### config.mk
export PLATFORM = sky130hd
export DESIGN_NAME = rtc_core
export DESIGN_NICKNAME = d
export VERILOG_FILES = /design/src/verilog/rtc_pkg.sv /design/src/verilog/rtc_edge_sync.sv /design/src/verilog/rtc_divider.sv /design/src/verilog/rtc_core.sv
export SDC_FILE = /design/constraint.sdc
export NUM_CORES = 1
export LEC_CHECK = 0
export BUFFER_PORTS_ARGS = -buffer_cell sky130_fd_sc_hd__buf_4
export CORE_MARGIN = 8
export CORE_UTILIZATION = 50
export CTS_BUF_LIST = sky130_fd_sc_hd__clkbuf_8
export CTS_CLUSTER_DIAMETER = 100
export DETAILED_ROUTE_END_ITERATION = 7
export PLACE_DENSITY_LB_ADDON = 0.15
export SYNTH_ARGS = -nofsm -noshare
export SYNTH_HDL_FRONTEND = slang
export SYNTH_SLANG_ARGS = --single-unit
### constraint.sdc
create_clock -name aclk -period 6.14 [get_ports aclk]
set_input_delay 0 -clock aclk [delete_from_list [all_inputs] [get_ports aclk]]
set_output_delay 0 -clock aclk [all_outputs]
set_load 0.03 [all_outputs]
### src/verilog/rtc_pkg.sv
`default_nettype none
package rtc_pkg;
    // ****************************************************
    // bus and register map
    // ****************************************************
    localparam int RTC_AW = 16;
    // printed offsets are register indices; byte address is four times the index
    localparam logic [13:0] RTC_IDX_STAT = 14'h306A;
    localparam logic [13:0] RTC_IDX_CTL = 14'h306B;
    localparam logic [13:0] RTC_IDX_LIM_HI = 14'h306C;
    localparam logic [13:0] RTC_IDX_LIM_LO = 14'h306D;
    localparam logic [13:0] RTC_IDX_CNT_HI = 14'h306E;
    localparam logic [13:0] RTC_IDX_CNT_LO = 14'h306F;
    localparam logic [1:0] RTC_RESP_OKAY = 2'h0;
    localparam logic [1:0] RTC_RESP_SLVERR = 2'h2;

    // ****************************************************
    // field positions and reset values
    // ****************************************************
    localparam int RTC_FLAG_BIT = 7;
    localparam int RTC_IEN_BIT = 6;
    localparam int RTC_SRC_MSB = 7;
    localparam int RTC_SRC_LSB = 6;
    localparam int RTC_PS_MSB = 2;
    localparam logic [1:0] RTC_SRC_EXT = 2'h0;
    localparam logic [1:0] RTC_SRC_LP = 2'h1;
    localparam logic [1:0] RTC_SRC_RST = 2'h0;
    localparam logic [2:0] RTC_PS_OFF = 3'h0;
    localparam logic [2:0] RTC_PS_RST = 3'h0;
    localparam logic [15:0] RTC_MOD_RST = 16'h0000;

    // ****************************************************
    // divide values per prescaler code
    // ****************************************************
    localparam int RTC_DIVW = 11;
    localparam logic [11:0] RTC_DIV_X0 [0:7] = '{12'h000, 12'h001, 12'h002, 12'h004,
                                                 12'h008, 12'h010, 12'h020, 12'h040};
    localparam logic [11:0] RTC_DIV_X1 [0:7] = '{12'h000, 12'h080, 12'h100, 12'h200,
                                                 12'h400, 12'h800, 12'h064, 12'h3E8};

    // ****************************************************
    // bus carriers
    // ****************************************************
    typedef struct packed {
        logic awvalid;
        logic [RTC_AW-1:0] awaddr;
        logic wvalid;
        logic [31:0] wdata;
        logic [3:0] wstrb;
        logic bready;
        logic arvalid;
        logic [RTC_AW-1:0] araddr;
        logic rready;
    } rtc_axil_req_type;

    typedef struct packed {
        logic awready;
        logic wready;
        logic bvalid;
        logic [1:0] bresp;
        logic arready;
        logic rvalid;
        logic [31:0] rdata;
        logic [1:0] rresp;
    } rtc_axil_rsp_type;
endpackage
`default_nettype wire

### src/verilog/rtc_edge_sync.sv
`timescale 1ns/1ps
`default_nettype none
module rtc_edge_sync (
    input wire logic aclk, // bus clock
    input wire logic aresetn, // synchronous reset, active low
    input wire logic pin, // asynchronous source clock
    output logic rise // one pulse per rising edge of pin
);
    import rtc_pkg::*;

    typedef struct packed {
        logic [2:0] pipe;
        logic rise;
    } rtc_sync_state_type;

    rtc_sync_state_type st;
    rtc_sync_state_type next_st;

    // first stage feeds only the second; edge taken after stage two
    always_comb begin
        next_st = st;
        next_st.pipe = {st.pipe[1:0], pin};
        next_st.rise = st.pipe[1] & ~st.pipe[2];
    end

    always_ff @(posedge aclk) begin
        if (!aresetn) begin
            st <= '0;
        end else begin
            st <= next_st;
        end
    end

    assign rise = st.rise;
endmodule
`default_nettype wire

### src/verilog/rtc_divider.sv
`timescale 1ns/1ps
`default_nettype none
module rtc_divider (
    input wire logic aclk, // bus clock
    input wire logic aresetn, // synchronous reset, active low
    input wire logic clear, // restart the divider
    input wire logic src_pulse, // one pulse per source clock edge
    input wire logic src_hi, // low bit of the source select
    input wire logic [2:0] code, // divider select code
    output logic tick // one pulse per divided period
);
    import rtc_pkg::*;

    typedef struct packed {
        logic [RTC_DIVW-1:0] cnt;
        logic tick;
    } rtc_div_state_type;

    rtc_div_state_type st;
    rtc_div_state_type next_st;
    logic [11:0] divisor;

    always_comb begin
        next_st = st;
        divisor = src_hi ? RTC_DIV_X1[code] : RTC_DIV_X0[code];
        next_st.tick = 1'b0;
        if (clear || code == RTC_PS_OFF) begin
            next_st.cnt = '0;
        end else if (src_pulse) begin
            if (st.cnt == RTC_DIVW'(divisor - 12'h001)) begin
                next_st.cnt = '0;
                next_st.tick = 1'b1;
            end else begin
                next_st.cnt = st.cnt + RTC_DIVW'(1);
            end
        end
    end

    always_ff @(posedge aclk) begin
        if (!aresetn) begin
            st <= '0;
        end else begin
            st <= next_st;
        end
    end

    assign tick = st.tick;
endmodule
`default_nettype wire

### src/verilog/rtc_core.sv
// Summary of operation
// - two-bit source select: oscillator, low-power, bus
// - changed source clears divider and count
// - reset selects the external oscillator
// - control bits five to three read zero
// - code zero off; low bit zero: binary divides
// - low bit one: large binary or decimal divides
// - changed divider code clears divider and count
// - reset turns divider off, counter idle
// - match resets count and sets match flag
// - zero modulo flags every divider tick
// - reset zeroes both modulo bytes
// - low count read locks high byte snapshot
// - count registers read only, writes ignored
// - count clears on reset or select change
// - flag sets on wrap back to zero
// - modulo takes effect at wrap or start
// - flag cleared by writing one only
// - interrupt while flag and enable set
//
// Design decision made here: the AXI4-Lite slave port.
`timescale 1ns/1ps
`default_nettype none
module rtc_core (
    input wire logic aclk, // bus clock, 250 MHz
    input wire logic aresetn, // synchronous reset, active low
    input wire rtc_pkg::rtc_axil_req_type axi_req, // bus requests
    output var rtc_pkg::rtc_axil_rsp_type axi_rsp, // bus answers
    input wire logic ext_osc_clk, // external oscillator pin
    input wire logic lp_osc_clk, // low-power oscillator pin
    output logic irq // match interrupt request
);
    import rtc_pkg::*;

    // ****************************************************
    // state
    // ****************************************************
    typedef struct packed {
        rtc_axil_rsp_type rsp;
        logic aw_held;
        logic [13:0] aw_idx;
        logic w_held;
        logic [7:0] w_byte;
        logic w_lane;
        logic [1:0] src;
        logic [2:0] ps;
        logic [15:0] mod_buf;
        logic [15:0] mod_act;
        logic [15:0] count;
        logic [15:0] snap;
        logic flag;
        logic irq_en;
        logic irq;
    } rtc_core_state_type;

    rtc_core_state_type st;
    rtc_core_state_type next_st;

    logic ext_rise;
    logic lp_rise;
    logic src_pulse;
    logic tick;
    logic aw_take;
    logic w_take;
    logic ar_take;
    logic [13:0] ar_idx;
    logic wr_fire;
    logic wr_ctl;
    logic src_chg;
    logic ps_chg;
    logic div_clear;
    logic wrap;
    logic flag_clr;
    logic w_mapped;

    // ****************************************************
    // clock sources and divider
    // ****************************************************
    rtc_edge_sync u_ext_sync (
        .aclk(aclk),
        .aresetn(aresetn),
        .pin(ext_osc_clk),
        .rise(ext_rise)
    );

    rtc_edge_sync u_lp_sync (
        .aclk(aclk),
        .aresetn(aresetn),
        .pin(lp_osc_clk),
        .rise(lp_rise)
    );

    // 10 and 11 both run from the bus clock
    always_comb begin
        unique case (st.src)
            RTC_SRC_EXT: src_pulse = ext_rise;
            RTC_SRC_LP: src_pulse = lp_rise;
            default: src_pulse = 1'b1;
        endcase
    end

    rtc_divider u_div (
        .aclk(aclk),
        .aresetn(aresetn),
        .clear(div_clear),
        .src_pulse(src_pulse),
        .src_hi(st.src[0]),
        .code(st.ps),
        .tick(tick)
    );

    // ****************************************************
    // decode
    // ****************************************************
    assign aw_take = axi_req.awvalid & st.rsp.awready;
    assign w_take = axi_req.wvalid & st.rsp.wready;
    assign ar_take = axi_req.arvalid & st.rsp.arready;
    assign ar_idx = axi_req.araddr[RTC_AW-1:2];
    assign wr_fire = st.aw_held & st.w_held;
    assign wr_ctl = wr_fire & st.w_lane & (st.aw_idx == RTC_IDX_CTL);
    assign src_chg = wr_ctl & (st.w_byte[RTC_SRC_MSB:RTC_SRC_LSB] != st.src);
    assign ps_chg = wr_ctl & (st.w_byte[RTC_PS_MSB:0] != st.ps);
    // equal values leave divider and count running
    assign div_clear = src_chg | ps_chg;
    // zero modulo matches on every tick, even if the count ran past it
    assign wrap = tick & ~div_clear & ((st.count == st.mod_act) | (st.mod_act == 16'h0000));
    assign flag_clr = wr_fire & st.w_lane & (st.aw_idx == RTC_IDX_STAT)
                      & st.w_byte[RTC_FLAG_BIT];
    assign w_mapped = (st.aw_idx >= RTC_IDX_STAT) && (st.aw_idx <= RTC_IDX_CNT_LO);

    // ****************************************************
    // next state
    // ****************************************************
    always_comb begin
        next_st = st;
        // write channel: address and data taken in either order
        if (aw_take) begin
            next_st.aw_held = 1'b1;
            next_st.aw_idx = axi_req.awaddr[RTC_AW-1:2];
        end
        if (w_take) begin
            next_st.w_held = 1'b1;
            next_st.w_byte = axi_req.wdata[7:0];
            next_st.w_lane = axi_req.wstrb[0];
        end
        if (wr_fire) begin
            next_st.aw_held = 1'b0;
            next_st.w_held = 1'b0;
            next_st.rsp.bvalid = 1'b1;
            next_st.rsp.bresp = w_mapped ? RTC_RESP_OKAY : RTC_RESP_SLVERR;
            if (st.w_lane) begin
                case (st.aw_idx)
                    RTC_IDX_STAT: begin
                        next_st.irq_en = st.w_byte[RTC_IEN_BIT];
                    end
                    RTC_IDX_CTL: begin
                        // reserved bits are not stored
                        next_st.src = st.w_byte[RTC_SRC_MSB:RTC_SRC_LSB];
                        next_st.ps = st.w_byte[RTC_PS_MSB:0];
                        if (st.w_byte[RTC_PS_MSB:0] != RTC_PS_OFF) begin
                            next_st.mod_act = st.mod_buf;
                        end
                    end
                    RTC_IDX_LIM_HI: begin
                        next_st.mod_buf[15:8] = st.w_byte;
                    end
                    RTC_IDX_LIM_LO: begin
                        next_st.mod_buf[7:0] = st.w_byte;
                    end
                    // count bytes take no writes
                    default: begin
                    end
                endcase
            end
        end
        if (st.rsp.bvalid && axi_req.bready) begin
            next_st.rsp.bvalid = 1'b0;
        end
        next_st.rsp.awready = ~next_st.aw_held & ~next_st.rsp.bvalid;
        next_st.rsp.wready = ~next_st.w_held & ~next_st.rsp.bvalid;

        // read channel
        if (ar_take) begin
            next_st.rsp.rvalid = 1'b1;
            next_st.rsp.rresp = RTC_RESP_OKAY;
            next_st.rsp.rdata = '0;
            case (ar_idx)
                RTC_IDX_STAT: begin
                    next_st.rsp.rdata[RTC_FLAG_BIT] = st.flag;
                    next_st.rsp.rdata[RTC_IEN_BIT] = st.irq_en;
                end
                RTC_IDX_CTL: begin
                    next_st.rsp.rdata[RTC_SRC_MSB:RTC_SRC_LSB] = st.src;
                    next_st.rsp.rdata[RTC_PS_MSB:0] = st.ps;
                end
                RTC_IDX_LIM_HI: begin
                    next_st.rsp.rdata[7:0] = st.mod_buf[15:8];
                end
                RTC_IDX_LIM_LO: begin
                    next_st.rsp.rdata[7:0] = st.mod_buf[7:0];
                end
                RTC_IDX_CNT_LO: begin
                    next_st.rsp.rdata[7:0] = st.count[7:0];
                    next_st.snap = st.count;
                end
                RTC_IDX_CNT_HI: begin
                    // high byte only coherent after a low byte read
                    next_st.rsp.rdata[7:0] = st.snap[15:8];
                end
                default: begin
                    next_st.rsp.rresp = RTC_RESP_SLVERR;
                end
            endcase
        end
        if (st.rsp.rvalid && axi_req.rready) begin
            next_st.rsp.rvalid = 1'b0;
        end
        next_st.rsp.arready = ~next_st.rsp.rvalid;

        // counter
        if (div_clear) begin
            next_st.count = '0;
        end else if (wrap) begin
            next_st.count = '0;
            next_st.mod_act = st.mod_buf;
        end else if (tick) begin
            next_st.count = st.count + 16'h0001;
        end

        // set wins over a same-cycle clear
        if (flag_clr) begin
            next_st.flag = 1'b0;
        end
        if (wrap) begin
            next_st.flag = 1'b1;
        end
        next_st.irq = next_st.flag & next_st.irq_en;
    end

    always_ff @(posedge aclk) begin
        if (!aresetn) begin
            st <= '0;
            st.src <= RTC_SRC_RST;
            st.ps <= RTC_PS_RST;
            st.mod_buf <= RTC_MOD_RST;
            st.mod_act <= RTC_MOD_RST;
        end else begin
            st <= next_st;
        end
    end

    assign axi_rsp = st.rsp;
    assign irq = st.irq;

    // ****************************************************
    // checks
    // ****************************************************
    a_reset_defaults: assert property (@(posedge aclk)
        !aresetn |=> st.src == RTC_SRC_RST && st.ps == RTC_PS_RST
            && st.mod_buf == 16'h0000 && st.count == 16'h0000 && !st.flag)
        else $error("reset did not restore defaults");

    a_src_change_clr: assert property (@(posedge aclk) disable iff (!aresetn)
        src_chg |=> st.count == 16'h0000 && !tick)
        else $error("source change did not clear count");

    a_ps_change_clr: assert property (@(posedge aclk) disable iff (!aresetn)
        ps_chg |=> st.count == 16'h0000 && !tick)
        else $error("divider change did not clear count");

    a_rsvd_read_zero: assert property (@(posedge aclk) disable iff (!aresetn)
        ar_take && ar_idx == RTC_IDX_CTL |=> st.rsp.rvalid && st.rsp.rdata[5:3] == 3'h0)
        else $error("reserved control bits read nonzero");

    a_off_no_tick: assert property (@(posedge aclk) disable iff (!aresetn)
        st.ps == RTC_PS_OFF && $past(st.ps) == RTC_PS_OFF |-> !tick)
        else $error("tick while divider off");

    a_match_wrap: assert property (@(posedge aclk) disable iff (!aresetn)
        wrap |=> st.count == 16'h0000 && st.flag && st.mod_act == $past(st.mod_buf))
        else $error("match did not wrap count and set flag");

    a_mod_zero_flag: assert property (@(posedge aclk) disable iff (!aresetn)
        tick && !div_clear && st.mod_act == 16'h0000 |=> st.flag)
        else $error("zero modulo missed flag on tick");

    a_count_step: assert property (@(posedge aclk) disable iff (!aresetn)
        tick && !div_clear && !wrap
            |=> st.count == $past(st.count) + 16'h0001
                && (st.flag == $past(st.flag) || $past(flag_clr)))
        else $error("count did not step on tick");

    a_count_hold: assert property (@(posedge aclk) disable iff (!aresetn)
        !tick && !div_clear |=> $stable(st.count))
        else $error("count moved without a tick");

    a_snap_lock: assert property (@(posedge aclk) disable iff (!aresetn)
        ar_take && ar_idx == RTC_IDX_CNT_LO
            |=> st.snap == $past(st.count) && st.rsp.rdata[7:0] == $past(st.count[7:0]))
        else $error("low count read did not lock snapshot");

    a_snap_high: assert property (@(posedge aclk) disable iff (!aresetn)
        ar_take && ar_idx == RTC_IDX_CNT_HI |=> st.rsp.rdata[7:0] == st.snap[15:8])
        else $error("high count read not from snapshot");

    a_flag_clear: assert property (@(posedge aclk) disable iff (!aresetn)
        st.flag && !flag_clr && !wrap |=> st.flag)
        else $error("match flag lost without a one written");

    a_irq_level: assert property (@(posedge aclk) disable iff (!aresetn)
        irq == (st.flag && st.irq_en))
        else $error("interrupt missing while flag and enable set");
endmodule
`default_nettype wire

==> results <==
- The run finished with clean final reports.
- After clock tree synthesis, the flow added hold-fix buffers numbering 29.
- The share of flip-flops with an asynchronous set or reset is 0.
- Wire segments on met2 add up to 7460 um in the final route.
- The root buffer selected by CTS is clkbuf_8.
- The insertion delay to the later sink of the worst-skew pair is 0.45 ns.
- The total of max-cap violations is 0.
- The fraction of layout cells with a size suffix above 1 is 0.144.
- Dividing the detail-routed via count by the number of cells gives 5.33.
- For the final routed database, the setup TNS stands at 0 ns.
- The critical path start-end classification is reg -> reg.
- Along the worst path, the maximum fanout reaches 25.
- The instance count of the mapped netlist is 716.
- The port buffer count is 61.
- The switching part of the total is 0.255.
- Dividing the detail-routed wire length by the instance count gives 15.9 um.
- The placement row count is 40.
- Gates resized during post-CTS repair numbered 0.
- Clock-pin slew was measured on the worst setup and hold paths at 0.08 ns.
- The area enclosed by the die boundary is 16200 um^2.
- The critical path runs through a total of 9 cells.
- Entering global routing, the biggest net connects 71 pins.
- Wires add up to 15100 um.
- The critical path launch point type is a register.
- The power per cell area is 238 nW/um^2.
- For this design the top-level I/O count stands at 119.
- The share of total power dissipated in combinational logic is 0.081.
- The primary flip-flop cell chosen by synthesis mapping is dfxtp_1.
- Traced cell by cell, the critical path runs through nor4b_2 > inv_1 > ha_1 > and4b_1 > nor4_1 > xor2_1 > nand4_1 > nor3_2 > nor3_1.
- The clock passes through at most 2 buffers.
- The number of buffers created by CTS is 17.
- The highest layer touched by signal routing is met4.
- In this run the worst hold path is classified as in -> reg.
- The overall global routing resource usage is 0.193.
- For this configuration, the core starts out at a cell density of 0.513.
- Of the post-synthesis cell area, the dominant cell type holds 0.401.
- Setup slack on the worst reg-to-reg path comes out at 2.57 ns.
- The number of nets in the finished design is 850.
- The area added between synthesis and finish is 16.0%.
- The worst pin sits at a relative slew slack of 0.223.
- The horizontal die dimension is 127 um.
- The CTS tree is done.
- The design internal power is 1270 uW.
- The cell count of the worst reg-to-reg path is 9.
- The fraction of the yosys area taken by sequential cells is 0.401.
- Sorting the synthesized cells by area gives the leading types as dfxtp_1, mux2i_1, nand2_1.
- The worst register-to-register path ends at u_div.st[8].
- The transition time at the pin with the least slew margin is 1.17 ns.
- The synthesis warning total is 0.
- The post-layout minimum cycle time is 3.57 ns.
- The length of routed wiring on met1 is 6740 um.
- The number of synthesized flops with an enable pin is 0.
- Counting both buffers and inverters, the worst setup path holds a total of 1.
- The remaining antenna violation count is 0.
- The flip-flop and latch count after synthesis is 124.
- The initial antenna violation count is 0.
- Setup repair after global routing left no endpoint under its margin.
- The cell type with the largest total area after synthesis is dfxtp_1.
- The worst min-delay path startpoint is axi_req[4].
- The critical path capture point type is a register.
- The total via count in the routed design is 5065.
- The met3 wirelength from detailed routing is 630 um.
- The family with the most delay on the worst path is simple AND/OR/NAND/NOR gates.
- The ratio of final minimum period to clock period is 0.582.
- At the worst endpoint, the arrival time is 3.88 ns.
- At the end of routability-driven placement, the weighted congestion stood at 0.808.
- On the worst path, the slowest cell contributes a delay of 0.83 ns.
- The first-pass GRT wire length is 24800 um.
- The max-slew violation count was 0.
- The per-instance average area after synthesis is 8.64 um^2.
- The total overflow left after global routing is 0.
- The worst-path cell with the longest stage delay is dfxtp_1.
- The endpoint of the worst hold path is axi_rsp[1].
- The worst hold path passes through 4 cells.
- The number of DRC markers in iteration 0 is 353.
- The worst clock skew is 0.0101 ns.
- IR analysis of the VDD net gives a maximum drop of 0.168 mV.
- The number of global-route vias before repair is 4883.
- The analysis attributes to cell leakage a power of 0.00282 uW.
- Setup violations remaining at the end of the flow were counted as 0.
- The switching power of the nets is 435 uW.
- CTS saw 124 sinks.
- After clock tree synthesis, the setup repair step added 0 buffers.
- The HPWL after detailed placement is 10500 um.
- The design draws 1710 uW.
- The first TritonRoute pass finished after 5 iterations.
- The number of levels the H-tree was split into is 4.
- In this run the vertical extent of the chip is 127 um.
- The mapped netlist covers 6180 um^2.
- The number of antenna diodes in the final layout is 0.
- The post-detailed-route DRC marker count is 0.
- Derived from the worst setup path, the maximum achievable clock frequency is 280 MHz.
- STA puts the critical path data required time at 6.45 ns.
- The final number of hold-violating endpoints is 0.
- The critical register-to-register path startpoint is st[67].
- The area of the core is 12100 um^2.
- The clock share of power is 0.431.
- Of the total power, registers draw 0.488.
- The number of distinct standard cells referenced by the synthesized netlist is 59.
==> per-layer routing <==
| layer | track usage | up-vias |
|---|---|---|
| li1 | - | 2501 |
| met1 | 0.232 | 2441 |
| met2 | 0.322 | 98 |
| met3 | 0.0387 | 25 |
| met4 | 0.0959 | 0 |
| met5 | 0 | - |
==> layout make-up <==
type | count | area [um^2]
flip-flops and latches | 124 | 2480
inverters | 7 | 26.3
well taps | 168 | 210
clock buffers | 20 | 275
fillers | 1085 | 4890
clock inverters | 12 | 136
repair buffers | 92 | 763
multi-input cells | 528 | 3280
==> layout by cell type (no fill, tap or decap), types with 6 or more instances in the layout <==
| cell type | count |
|---|---|
| a21oi_1 | 33 |
| and2_1 | 13 |
| buf_4 | 63 |
| clkbuf_8 | 20 |
| conb_1 | 26 |
| dfxtp_1 | 124 |
| dlygate4sd3_1 | 29 |
| inv_1 | 6 |
| mux2i_1 | 51 |
| mux4_2 | 6 |
| nand2_1 | 106 |
| nand2b_1 | 7 |
| nand3_1 | 17 |
| nand4_1 | 15 |
| nor2_1 | 78 |
| nor2b_1 | 11 |
| nor3_1 | 25 |
| nor4_1 | 8 |
| o21ai_0 | 8 |
| xnor2_1 | 27 |
| xor2_1 | 25 |
==> Yosys cell counts (all sizes together), types with 2 or more instances <==
cell type,instances
dfxtp,124
a21oi,33
xor2,25
nand4b,3
or3,4
nor3,26
o22ai,3
and4,3
a22oi,4
clkbuf,28
nor2,79
nor3b,4
mux2,4
nand2,106
mux4,6
nor2b,12
a211oi,3
nor4,8
a31oi,3
xnor2,27
mux2i,51
and3,2
nand3,17
nand2b,7
buf,54
nand3b,2
o211ai,4
ha,3
o21ai,8
nand4,15
o21bai,2
a221oi,4
and2,13
nor4b,4
o311ai,3
and4b,2
inv,7
==> power groups by stage <==
stage	clock network, uW	logic, uW	registers [uW]
global placement	0	120	850
global route	791	149	834
CTS	752	136	832
detailed placement	0	121	851
floorplan	0	99.3	846
finish	735	138	833
==> worst reg2reg max path, cell delays in order, from the launching register on <==
cell	delay [ns]
dfxtp_1	0.83
nor4b_2	0.40
inv_1	0.09
ha_1	0.38
and4b_1	0.31
nor4_1	0.44
xor2_1	0.18
nand4_1	0.18
nor3_2	0.48
nor3_1	0.14
==> sequential cells by signal, summed over array words and instances, names as in the netlist <==
register            cells
st                     88
axi_rsp                15
u_div.st               11
u_ext_sync.next_st      2
u_lp_sync.next_st       2
irq                     1
u_div.tick              1
u_ext_sync.rise         1
u_ext_sync.st           1
u_lp_sync.rise          1
u_lp_sync.st            1
==> stage by stage <==
stage / util / hold WS (ns) / cells / cell area [um^2] / setup WS, ns
6_report: 0.595 / 0.0344 / 951 / 7180 / 2.57
5_1_grt: 0.595 / 0.0537 / 951 / 7180 / 2.22
4_1_cts: 0.595 / 0.00198 / 951 / 7180 / 2.61
3_5_place_dp: 0.537 / 0.215 / 890 / 6470 / 2.62
3_3_place_gp: 0.537 / 0.215 / 890 / 6470 / 2.76
2_1_floorplan: - / 0.127 / 741 / 6280 / 3.39
==> kinds of logic after synthesis <==
logic type | synth area share
buf+inv | 0.0840
other cells | 0.000606
compound gates | 0.0777
fa+ha+maj | 0.00607
mux | 0.112
flops | 0.401
simple gates | 0.245
xor+xnor | 0.0737
==> worst max-delay path by stage <==
stage	slack [ns]	startpoint	to
after floorplan	3.39	st[67]	u_div.st[11]
after global placement	2.76	st[67]	u_div.st[5]
after detailed placement	2.62	st[67]	u_div.st[8]
after CTS	2.61	st[67]	u_div.st[8]
after global routing	2.22	st[67]	u_div.st[3]
final	2.57	st[67]	u_div.st[8]
Note: power is estimated with default switching activity, not from simulation.
